**src/verilog/ssp_consts.vh**
```
// constants shared by the serial port block
`ifndef SSP_CONSTS_VH
`define SSP_CONSTS_VH

// byte width and edge count of one transfer
`define SSP_DW 8
`define SSP_EDGE_W 4
`define SSP_EDGE_FIRST 4'h0
`define SSP_EDGE_LAST 4'hF

// byte sent when the transmit queue is empty at transfer start
`define SSP_FILL_BYTE 8'h00

// queue geometry
`define SSP_DEPTH 4
`define SSP_LVL_W 3

// clock and link rate limit, figures in kHz and kbit/s
`define SSP_CLK_KHZ 20000
`define SSP_MAX_KBPS 5120
// least divider so that clk / (2 * (1 + div)) stays under the limit
// ceil(20000 / 10240) - 1 = 1, written out as a sized literal
`define SSP_MIN_DIV 8'h01

// receive bit counter
`define SSP_BIT_W 3
`define SSP_BIT_LAST 3'h7

// interrupt byte count field width
`define SSP_ICNT_W 2

// reset levels
`define SSP_SYNC_LO 3'h0
`define SSP_SYNC_HI 3'h7

`endif

```
**src/verilog/ssp_clkdiv.v**
```verilog
// half-period tick generator for the master serial clock
`timescale 1ns/1ps
`default_nettype none
`include "ssp_consts.vh"
module ssp_clkdiv #(
  parameter W = 8
) (
  input wire i_clk,
  input wire i_rst_n,
  input wire i_en,
  input wire [W-1:0] i_div,
  output reg o_tick
);
  reg [W-1:0] cnt_r;
  wire [W-1:0] eff;

  // clamp keeps the link rate inside its limit whatever is programmed
  assign eff = (i_div < `SSP_MIN_DIV) ? `SSP_MIN_DIV : i_div;

  // one tick every (1 + div) clocks gives a period of 2 * (1 + div)
  always @(posedge i_clk or negedge i_rst_n) begin
    if (!i_rst_n) begin
      cnt_r <= {W{1'b0}};
      o_tick <= 1'b0;
    end else if (!i_en) begin
      cnt_r <= {W{1'b0}};
      o_tick <= 1'b0;
    end else if (cnt_r >= eff) begin
      cnt_r <= {W{1'b0}};
      o_tick <= 1'b1;
    end else begin
      cnt_r <= cnt_r + 1'b1;
      o_tick <= 1'b0;
    end
  end
endmodule // ssp_clkdiv
`default_nettype wire

```
**src/verilog/ssp_fifo.v**
```verilog
// small synchronous queue with level count
`timescale 1ns/1ps
`default_nettype none
module ssp_fifo #(
  parameter W = 8,
  parameter DEPTH = 4,
  parameter LW = 3,
  parameter AW = 2
) (
  input wire i_clk,
  input wire i_rst_n,
  input wire i_push,
  input wire [W-1:0] i_data,
  input wire i_pop,
  output wire [W-1:0] o_data,
  output wire [LW-1:0] o_level,
  output wire o_full,
  output wire o_empty
);
  reg [W-1:0] mem [0:DEPTH-1];
  reg [AW-1:0] wp_r;
  reg [AW-1:0] rp_r;
  reg [LW-1:0] lvl_r;
  wire do_push;
  wire do_pop;

  assign o_full = (lvl_r == DEPTH[LW-1:0]);
  assign o_empty = (lvl_r == {LW{1'b0}});
  // push when full and pop when empty are dropped quietly
  assign do_push = i_push & ~o_full;
  assign do_pop = i_pop & ~o_empty;
  assign o_data = mem[rp_r];
  assign o_level = lvl_r;

  always @(posedge i_clk) begin
    if (do_push) begin
      mem[wp_r] <= i_data;
    end
  end

  always @(posedge i_clk or negedge i_rst_n) begin
    if (!i_rst_n) begin
      wp_r <= {AW{1'b0}};
      rp_r <= {AW{1'b0}};
      lvl_r <= {LW{1'b0}};
    end else begin
      if (do_push) begin
        wp_r <= wp_r + 1'b1;
      end
      if (do_pop) begin
        rp_r <= rp_r + 1'b1;
      end
      if (do_push & ~do_pop) begin
        lvl_r <= lvl_r + 1'b1;
      end else if (do_pop & ~do_push) begin
        lvl_r <= lvl_r - 1'b1;
      end
    end
  end
endmodule // ssp_fifo
`default_nettype wire

```
**src/verilog/ssp_port.v**
```verilog
// serial peripheral port, master or slave, byte wide, full duplex
`timescale 1ns/1ps
`default_nettype none
`include "ssp_consts.vh"
module ssp_port #(
  parameter DEPTH = `SSP_DEPTH,
  parameter DIV_W = 8
) (
  input wire I_MCLK,
  input wire I_RESETN,
  input wire I_MASTER_EN,
  input wire I_CPOL,
  input wire I_CPHA,
  input wire [DIV_W-1:0] I_DIV,
  input wire I_XFER_INIT_MODE,
  input wire I_RX_FLUSH_EN,
  input wire I_TX_FLUSH_EN,
  input wire [`SSP_ICNT_W-1:0] I_IRQ_BYTES,
  input wire I_TX_WR,
  input wire [`SSP_DW-1:0] I_TX_DATA,
  input wire I_RX_RD,
  input wire I_STATUS_RD,
  output reg [`SSP_DW-1:0] O_RX_DATA,
  output reg [`SSP_LVL_W-1:0] O_RX_LEVEL,
  output reg [`SSP_LVL_W-1:0] O_TX_LEVEL,
  output reg O_RX_OVF,
  output reg O_TX_UNF,
  output reg O_RX_IRQ,
  output reg O_TX_IRQ,
  output reg O_IRQ,
  output reg O_BUSY,
  input wire I_SCLK,
  output reg O_SCLK,
  output reg O_SCLK_OE,
  input wire I_MISO,
  output reg O_MISO,
  output reg O_MISO_OE,
  input wire I_MOSI,
  output reg O_MOSI,
  output reg O_MOSI_OE,
  input wire I_SS_N,
  output reg O_SS_N,
  output reg O_SS_N_OE
);
  localparam ST_IDLE = 4'h1;
  localparam ST_SETUP = 4'h2;
  localparam ST_RUN = 4'h4;
  localparam ST_HOLD = 4'h8;

  reg [3:0] state_r;
  reg [3:0] state_nxt;
  reg [2:0] sclk_s;
  reg [2:0] ss_s;
  reg [1:0] mosi_s;
  reg [1:0] miso_s;
  reg [`SSP_DW-1:0] sh_r;
  reg [`SSP_DW-1:0] rxsh_r;
  reg [1:0] cap_d_r;
  reg [`SSP_BIT_W-1:0] rxb_r;
  reg [`SSP_EDGE_W-1:0] edge_r;
  reg rd_pend_r;
  reg [`SSP_ICNT_W-1:0] bcnt_r;
  reg sclk_m_r;

  wire tick;
  wire master;
  wire slave;
  wire ss_lo;
  wire din;
  wire s_edge;
  wire m_edge;
  wire sedge;
  wire lead;
  wire samp;
  wire launch;
  wire done;
  wire cap;
  wire rx_done;
  wire start;
  wire load;
  wire unf_set;
  wire ovf_set;
  wire [`SSP_DW-1:0] rx_byte;
  wire [`SSP_DW-1:0] tx_head;
  wire [`SSP_DW-1:0] rx_head;
  wire [`SSP_LVL_W-1:0] tx_lvl;
  wire [`SSP_LVL_W-1:0] rx_lvl;
  wire tx_full;
  wire tx_empty;
  wire rx_full;
  wire rx_empty;
  wire cnt_hit;

  assign master = I_MASTER_EN;
  assign slave = ~I_MASTER_EN;
  assign ss_lo = ~ss_s[1];

  // data pins pass two flops, clock and select three; stage 0 feeds stage 1 only
  always @(posedge I_MCLK or negedge I_RESETN) begin
    if (!I_RESETN) begin
      sclk_s <= `SSP_SYNC_LO;
      ss_s <= `SSP_SYNC_HI;
      mosi_s <= 2'h0;
      miso_s <= 2'h0;
    end else begin
      sclk_s <= {sclk_s[1:0], I_SCLK};
      ss_s <= {ss_s[1:0], I_SS_N};
      mosi_s <= {mosi_s[0], I_MOSI};
      miso_s <= {miso_s[0], I_MISO};
    end
  end

  ssp_clkdiv #(
    .W(DIV_W)
  ) u_div (
    .i_clk(I_MCLK),
    .i_rst_n(I_RESETN),
    .i_en(master & (state_r != ST_IDLE)),
    .i_div(I_DIV),
    .o_tick(tick)
  );

  // slave edges arrive two clocks late, which bounds its rate
  assign s_edge = slave & ss_lo & (sclk_s[1] ^ sclk_s[2]);
  assign m_edge = master & (state_r == ST_RUN) & tick;
  assign sedge = master ? m_edge : s_edge;
  // even edge counts are leading edges, odd ones trailing
  assign lead = ~edge_r[0];
  assign samp = sedge & (I_CPHA ? ~lead : lead);
  assign launch = sedge & (I_CPHA ? (lead & (edge_r != `SSP_EDGE_FIRST))
                                  : ~lead);
  assign din = master ? miso_s[1] : mosi_s[1];
  assign done = sedge & (edge_r == `SSP_EDGE_LAST);
  // a master takes returning data two clocks after its sample edge,
  // covering the output flop and the pin synchroniser
  assign cap = master ? cap_d_r[1] : samp;
  assign rx_done = cap & (rxb_r == `SSP_BIT_LAST);
  assign rx_byte = {rxsh_r[`SSP_DW-2:0], din};

  // master start: queued data, or a receive read in read-started mode
  assign start = master & (state_r == ST_IDLE) &
                 (I_XFER_INIT_MODE ? ~tx_empty : rd_pend_r);
  assign load = start |
                (slave & ss_s[2] & ss_lo) |
                (slave & done & ss_lo);
  assign unf_set = load & tx_empty;
  assign ovf_set = rx_done & rx_full;
  assign cnt_hit = rx_done & (bcnt_r == I_IRQ_BYTES);

  ssp_fifo #(
    .W(`SSP_DW),
    .DEPTH(DEPTH),
    .LW(`SSP_LVL_W),
    .AW(2)
  ) u_txq (
    .i_clk(I_MCLK),
    .i_rst_n(I_RESETN),
    .i_push(I_TX_WR),
    .i_data(I_TX_DATA),
    .i_pop(load),
    .o_data(tx_head),
    .o_level(tx_lvl),
    .o_full(tx_full),
    .o_empty(tx_empty)
  );

  ssp_fifo #(
    .W(`SSP_DW),
    .DEPTH(DEPTH),
    .LW(`SSP_LVL_W),
    .AW(2)
  ) u_rxq (
    .i_clk(I_MCLK),
    .i_rst_n(I_RESETN),
    .i_push(rx_done),
    .i_data(rx_byte),
    .i_pop(I_RX_RD),
    .o_data(rx_head),
    .o_level(rx_lvl),
    .o_full(rx_full),
    .o_empty(rx_empty)
  );

  // master sequencing: select, half-period setup, 16 edges, hold
  always @* begin
    state_nxt = state_r;
    case (state_r)
      ST_IDLE: begin
        if (start) begin
          state_nxt = ST_SETUP;
        end
      end
      ST_SETUP: begin
        if (tick) begin
          state_nxt = ST_RUN;
        end
      end
      ST_RUN: begin
        if (done) begin
          state_nxt = ST_HOLD;
        end
      end
      ST_HOLD: begin
        if (tick) begin
          state_nxt = ST_IDLE;
        end
      end
      default: begin
        state_nxt = ST_IDLE;
      end
    endcase
    if (!master) begin
      state_nxt = ST_IDLE;
    end
  end

  // shift engine shared by both roles
  always @(posedge I_MCLK or negedge I_RESETN) begin
    if (!I_RESETN) begin
      state_r <= ST_IDLE;
      sh_r <= `SSP_FILL_BYTE;
      rxsh_r <= `SSP_FILL_BYTE;
      cap_d_r <= 2'h0;
      rxb_r <= {`SSP_BIT_W{1'b0}};
      edge_r <= `SSP_EDGE_FIRST;
      sclk_m_r <= 1'b0;
      rd_pend_r <= 1'b0;
      bcnt_r <= {`SSP_ICNT_W{1'b0}};
    end else begin
      state_r <= state_nxt;
      if (load) begin
        sh_r <= tx_empty ? `SSP_FILL_BYTE : tx_head;
      end else if (launch) begin
        sh_r <= {sh_r[`SSP_DW-2:0], 1'b0};
      end
      cap_d_r <= {cap_d_r[0], samp & master};
      if (start | (slave & ~ss_lo)) begin
        rxb_r <= {`SSP_BIT_W{1'b0}};
      end else if (cap) begin
        rxsh_r <= rx_byte;
        rxb_r <= rxb_r + 1'b1;
      end
      if (slave & ~ss_lo) begin
        edge_r <= `SSP_EDGE_FIRST;
      end else if (sedge) begin
        edge_r <= edge_r + 1'b1;
      end
      if (m_edge) begin
        sclk_m_r <= ~sclk_m_r;
      end else if (state_r == ST_IDLE) begin
        sclk_m_r <= I_CPOL;
      end
      if (start) begin
        rd_pend_r <= 1'b0;
      end else if (I_RX_RD & master & ~I_XFER_INIT_MODE) begin
        rd_pend_r <= 1'b1;
      end
      if (cnt_hit) begin
        bcnt_r <= {`SSP_ICNT_W{1'b0}};
      end else if (rx_done) begin
        bcnt_r <= bcnt_r + 1'b1;
      end
    end
  end

  // status flags: a set in the clearing cycle survives
  always @(posedge I_MCLK or negedge I_RESETN) begin
    if (!I_RESETN) begin
      O_RX_OVF <= 1'b0;
      O_TX_UNF <= 1'b0;
      O_RX_IRQ <= 1'b0;
      O_TX_IRQ <= 1'b0;
      O_IRQ <= 1'b0;
    end else begin
      O_RX_OVF <= ovf_set | (O_RX_OVF & ~I_STATUS_RD);
      O_TX_UNF <= unf_set | (O_TX_UNF & ~I_STATUS_RD);
      O_RX_IRQ <= (cnt_hit & ~I_XFER_INIT_MODE) |
                  (O_RX_IRQ & ~I_STATUS_RD);
      O_TX_IRQ <= (cnt_hit & I_XFER_INIT_MODE) |
                  (O_TX_IRQ & ~I_STATUS_RD);
      O_IRQ <= (ovf_set & ~I_RX_FLUSH_EN) |
               (unf_set & ~I_TX_FLUSH_EN) |
               cnt_hit |
               (O_IRQ & ~I_STATUS_RD);
    end
  end

  // pin drivers lag the shift register by one clock
  always @(posedge I_MCLK or negedge I_RESETN) begin
    if (!I_RESETN) begin
      O_SCLK <= 1'b0;
      O_SCLK_OE <= 1'b0;
      O_MOSI <= 1'b0;
      O_MOSI_OE <= 1'b0;
      O_MISO <= 1'b0;
      O_MISO_OE <= 1'b0;
      O_SS_N <= 1'b1;
      O_SS_N_OE <= 1'b0;
      O_RX_DATA <= `SSP_FILL_BYTE;
      O_RX_LEVEL <= {`SSP_LVL_W{1'b0}};
      O_TX_LEVEL <= {`SSP_LVL_W{1'b0}};
      O_BUSY <= 1'b0;
    end else begin
      O_SCLK <= sclk_m_r;
      O_SCLK_OE <= master;
      O_MOSI <= sh_r[`SSP_DW-1];
      O_MOSI_OE <= master;
      O_MISO <= sh_r[`SSP_DW-1];
      O_MISO_OE <= slave;
      O_SS_N <= ~(master & (state_r != ST_IDLE));
      O_SS_N_OE <= master;
      O_RX_DATA <= rx_empty ? `SSP_FILL_BYTE : rx_head;
      O_RX_LEVEL <= rx_lvl;
      O_TX_LEVEL <= tx_lvl;
      O_BUSY <= master ? (state_r != ST_IDLE) : ss_lo;
    end
  end
endmodule // ssp_port
`default_nettype wire
```
**config.mk**
```make
export PLATFORM = sky130hd
export DESIGN_NAME = ssp_port
export DESIGN_NICKNAME = d
export VERILOG_FILES = /design/src/verilog/ssp_clkdiv.v /design/src/verilog/ssp_fifo.v /design/src/verilog/ssp_port.v
export VERILOG_INCLUDE_DIRS = /design/src /design/src/verilog
export SDC_FILE = /design/constraint.sdc
export NUM_CORES = 1
export LEC_CHECK = 0
export BUFFER_PORTS_ARGS = -buffer_cell sky130_fd_sc_hd__buf_2
export CAP_MARGIN = 5
export CORE_ASPECT_RATIO = 2
export CORE_MARGIN = 1
export CORE_UTILIZATION = 59
export CTS_CLUSTER_SIZE = 14
export DETAILED_ROUTE_END_ITERATION = 7
export PLACE_DENSITY_LB_ADDON = 0.2
export SYNTH_ARGS = -nofsm -noshare
export SYNTH_HDL_FRONTEND = slang
export SYNTH_SLANG_ARGS = --single-unit
```
**constraint.sdc**
```tcl
create_clock -name I_MCLK -period 2.95 [get_ports I_MCLK]
set_input_delay 0 -clock I_MCLK [delete_from_list [all_inputs] [get_ports I_MCLK]]
set_output_delay 0 -clock I_MCLK [all_outputs]
set_load 0.005 [all_outputs]
```
==> metrics.md <==
| Metric | Value |
|---|---|
| Outcome | `finished, final reports clean` |
| Endpoint, Worst Hold | `cap_d_r[0]$_DFF_PN0_` |
| Post-Synth XOR/XNOR Area | `0.0368` |
| Area growth syn-to-layout | `19.3%` |
| Die Wd | `75.8 microns` |
| Largest net degree at the start of global routing | `74` |
| Final slew viol count | `0` |
| Synth Instances | `435` |
| RSZ-0062 raised after global routing | `no` |
| LEAKAGE | `0.00339 uW` |
| Delay-heaviest family, CP | `adder cells` |
| Hold Startpoint | `I_CPHA` |
| Placed Area | `6860 sq um` |
| Grt ovf | `0` |
| CTS tree | `built` |
| Mapped Avg Cell Area | `14.8 sq um` |
| Initial antenna violation count | `0` |
| Yosys cell types | `56` |
| Share of synthesized cell area in full adder, half adder and majority cells | `0.0510` |
| Max H-tree Level | `4` |
| Worst EP arrival | `2.95 ns` |
| Required @ worst endpoint | `3.24 ns` |
| Worst-Margin Slew | `0.927 ns` |
| YS warnings | `0` |
| Port buffer count | `60` |
| Number of flops mapped to enable cells by yosys | `64` |
| Clock latency on the worst-skew pair | `0.41 ns` |
| IO Pins | `61` |
| Placement row count | `53` |
| Biggest cell delay along the critical path | `0.55 ns` |
| Initial drt markers | `158` |
| Core ar. | `10,500 sq um` |
| Reg2Reg Capture Point | `u_txq.o_level[1]$_DFFE_PN0P_` |
| Final period util | `0.902` |
| DRC viols | `0` |
| Vias in the first global route | `3,980` |
| Placed cells | `624` |
| Final setup vio count | `0` |
| Buf/Inv on CP | `1` |
| Final nets | `585` |
| Fmax | `376 MHz` |
| Min Hold Slack | `0.0258 ns` |
| Post-route worst setup slack | `0.290 ns` |
| Cts repair resizes | `0` |
| Crit Path Category | `flop to flop` |
| Top_reg_cell synth | `dfrtp_1` |
| Final instance area | `7670 sq um` |
| Clock sink total | `154` |
| Worst R2R Path Depth | `8` |
| Hold path cells | `4` |
| CTS Buffer Depth | `2` |
| Worst Path Max Fanout | `4` |
| Clock root buffer | `clkbuf_16` |
| Reg2reg setup slack | `0.29 ns` |
| Mean routed wirelength per cell | `16.7 microns` |
| Synthesized Nets | `493` |
| Crit. End Element | `flop` |
| Mapped cell area | `6430 sq um` |
| CTS Buf Count | `17` |
| Initial Utilization | `0.610` |
| Fin cells | `677` |
| Fin Setup TNS | `0 ns` |
| Largest family of logic cells by synthesized area | `multiplexers` |
| Max stage delay cell, worst path | `dfstp_2` |
| Simple-Gate Fraction of Synth Area | `0.0890` |
| Layout cells sized above 1 | `0.256` |
| Worst-path cell chain | `nor3b_1 -> o2111ai_2 -> o21ai_4 -> nand2_1 -> ha_1 -> inv_1 -> fa_1 -> mux2_2` |
| Initial DRT Pass Iterations | `4` |
| Via count | `3,675` |
| Post-synthesis mux area share | `0.0899` |
| Clock slew at reported path FFs | `0.06 ns` |
| FF+latch count, synth | `154` |
| Total track usage | `0.226` |
| Final wirelength | `11,300 microns` |
| Vias/cell | `5.43` |
| Worst slew margin | `0.382` |
| CP startpoint | `state_r[0]$_DFFE_PN1P_` |
| Die Height | `150 microns` |
| Post-route ant nets | `0` |
| Fin. Hold Viols | `0` |
| GPL Wtd Cong | `0.777` |
| Crit start category | `flop` |
| Share of the yosys chip area belonging to registers | `0.650` |
| Final HPWL DP | `7830 microns` |
| Asr flop ratio synth | `0.584` |
| Tmin final | `2.66 ns` |
| Reg-to-Reg Start | `state_r[0]$_DFFE_PN1P_` |
| Max_cap viols | `0` |
| Compound-cell area share of the yosys netlist | `0.0568` |
| PwrDens | `782 nW/um^2` |
| Placement Setup Slack | `0.334 ns` |
| Worst Skew | `0.0115 ns` |
| DIE AREA | `11,300 sq um` |
| HP Class | `primary input to flop` |
| First-pass GRT wire length | `18,400 microns` |
| WP depth | `8` |
| Inserted Diodes | `0` |
| Worst vdd ir | `572 uV` |
## where the power goes
part / total, uW / switching [uW] / internal, uW
combinational: 963 / 477 / 486
clock: 2180 / 847 / 1340
sequential: 2850 / 259 / 2590
## final cells by class
cell class / count / area, sq um
tap: 137 / 171
timing repair buffer: 85 / 543
sequential: 154 / 4180
clock inverter: 14 / 170
fill: 676 / 2870
multi-input combinational: 243 / 2080
inverter: 26 / 97.6
clock buffer: 18 / 429
## worst reg2reg max path: stages, from the launching register on
cell       delay [ns]
dfstp_2          0.55
nor3b_1          0.41
o2111ai_2        0.31
o21ai_4          0.14
nand2_1          0.11
ha_1             0.25
inv_1            0.08
fa_1             0.41
mux2_2           0.28
## layout by cell type (no fill, tap or decap), types with 3 or more instances in the layout
cell type      instances
buf_2                 59
o21ai_1                4
nand3_1               15
ha_1                  23
dfrtp_1               85
dlygate4sd3_1         21
xnor2_1               13
inv_6                  4
mux4_2                16
buf_4                  5
clkinvlp_4             3
mux2_2                10
o22ai_1                3
o21ai_0               16
dfstp_2                5
inv_1                 26
or3_1                  3
nor2b_1                3
bufinv_16              3
mux2i_1                9
nor2_1                31
edfxtp_1              64
and2_1                14
and3_1                 7
nand2_1               14
a21o_1                 4
xor2_1                14
a21oi_1                6
clkbuf_16             17
nand2b_1               4
## per-layer routing
| metal | track usage | share of wire | wire length (microns) | vias to the layer above |
|---|---|---|---|---|
| li1 | - | - | - | 1734 |
| met3 | 0.0519 | 0.028 | 319 | 22 |
| met1 | 0.223 | 0.35 | 3970 | 1843 |
| met5 | 0 | 0 | 0 | - |
| met4 | 0.107 | 0.028 | 315 | 0 |
| met2 | 0.420 | 0.59 | 6680 | 76 |
## cells by family after synthesis
family                     after synthesis
adders and majority gates               25
muxes                                   36
xor gates and xnor gates                27
and+or+nand+nor                        105
DFF                                    154
buffers and inverters                   38
AOI/OAI and AO/OA                       50
## flip-flops by register name, summed over array words and instances (netlist names), 3 cells and up
register and cells:
u_rxq.o_level 3, u_rxq.mem 32, state_r 4, ss_s 3, u_txq.o_level 3, O_RX_LEVEL 3, O_RX_DATA 8, u_txq.mem 32
rxb_r 3, rxsh_r 7, edge_r 4, u_div.cnt_r 8, sclk_s 3, O_TX_LEVEL 3, sh_r 8
## synthesized netlist by cell type (5+ instances only)
library cell,n,area share
dfrtp_1,85,0.33
edfxtp_1,64,0.30
nor2_1,31,0.018
inv_1,26,0.015
ha_1,23,0.045
mux4_2,16,0.056
o21ai_0,16,0.012
nand3_1,15,0.012
and2_1,14,0.014
nand2_1,14,0.0082
xor2_1,14,0.019
xnor2_1,13,0.018
mux2_2,10,0.018
mux2i_1,9,0.014
and3_1,7,0.0068
a21oi_1,6,0.0047
dfstp_2,5,0.020
## stage by stage
stage | utilization | total power (uW)
5_1_grt | 0.728 | 6290
6_report | 0.728 | 6000
3_5_place_dp | 0.651 | 3840
3_3_place_gp | 0.651 | 3770
2_1_floorplan | - | 3530
4_1_cts | 0.728 | 6050
## timing repair
action	in CTS	in global routing
hold buffers	21	0
setup buffers	0	0
endpoints found under the setup margin	0	0
endpoints found under the hold margin	119	0
## how the worst max path moves through the flow
stage	end
after CTS	u_txq.o_level[1]$_DFFE_PN0P_
after detailed placement	u_txq.o_level[1]$_DFFE_PN0P_
after global placement	u_txq.o_level[1]$_DFFE_PN0P_
after global routing	u_txq.o_level[1]$_DFFE_PN0P_
final	u_txq.o_level[1]$_DFFE_PN0P_
after floorplan	u_txq.o_level[2]$_DFFE_PN0P_
Power figures use the tool's default switching activity.
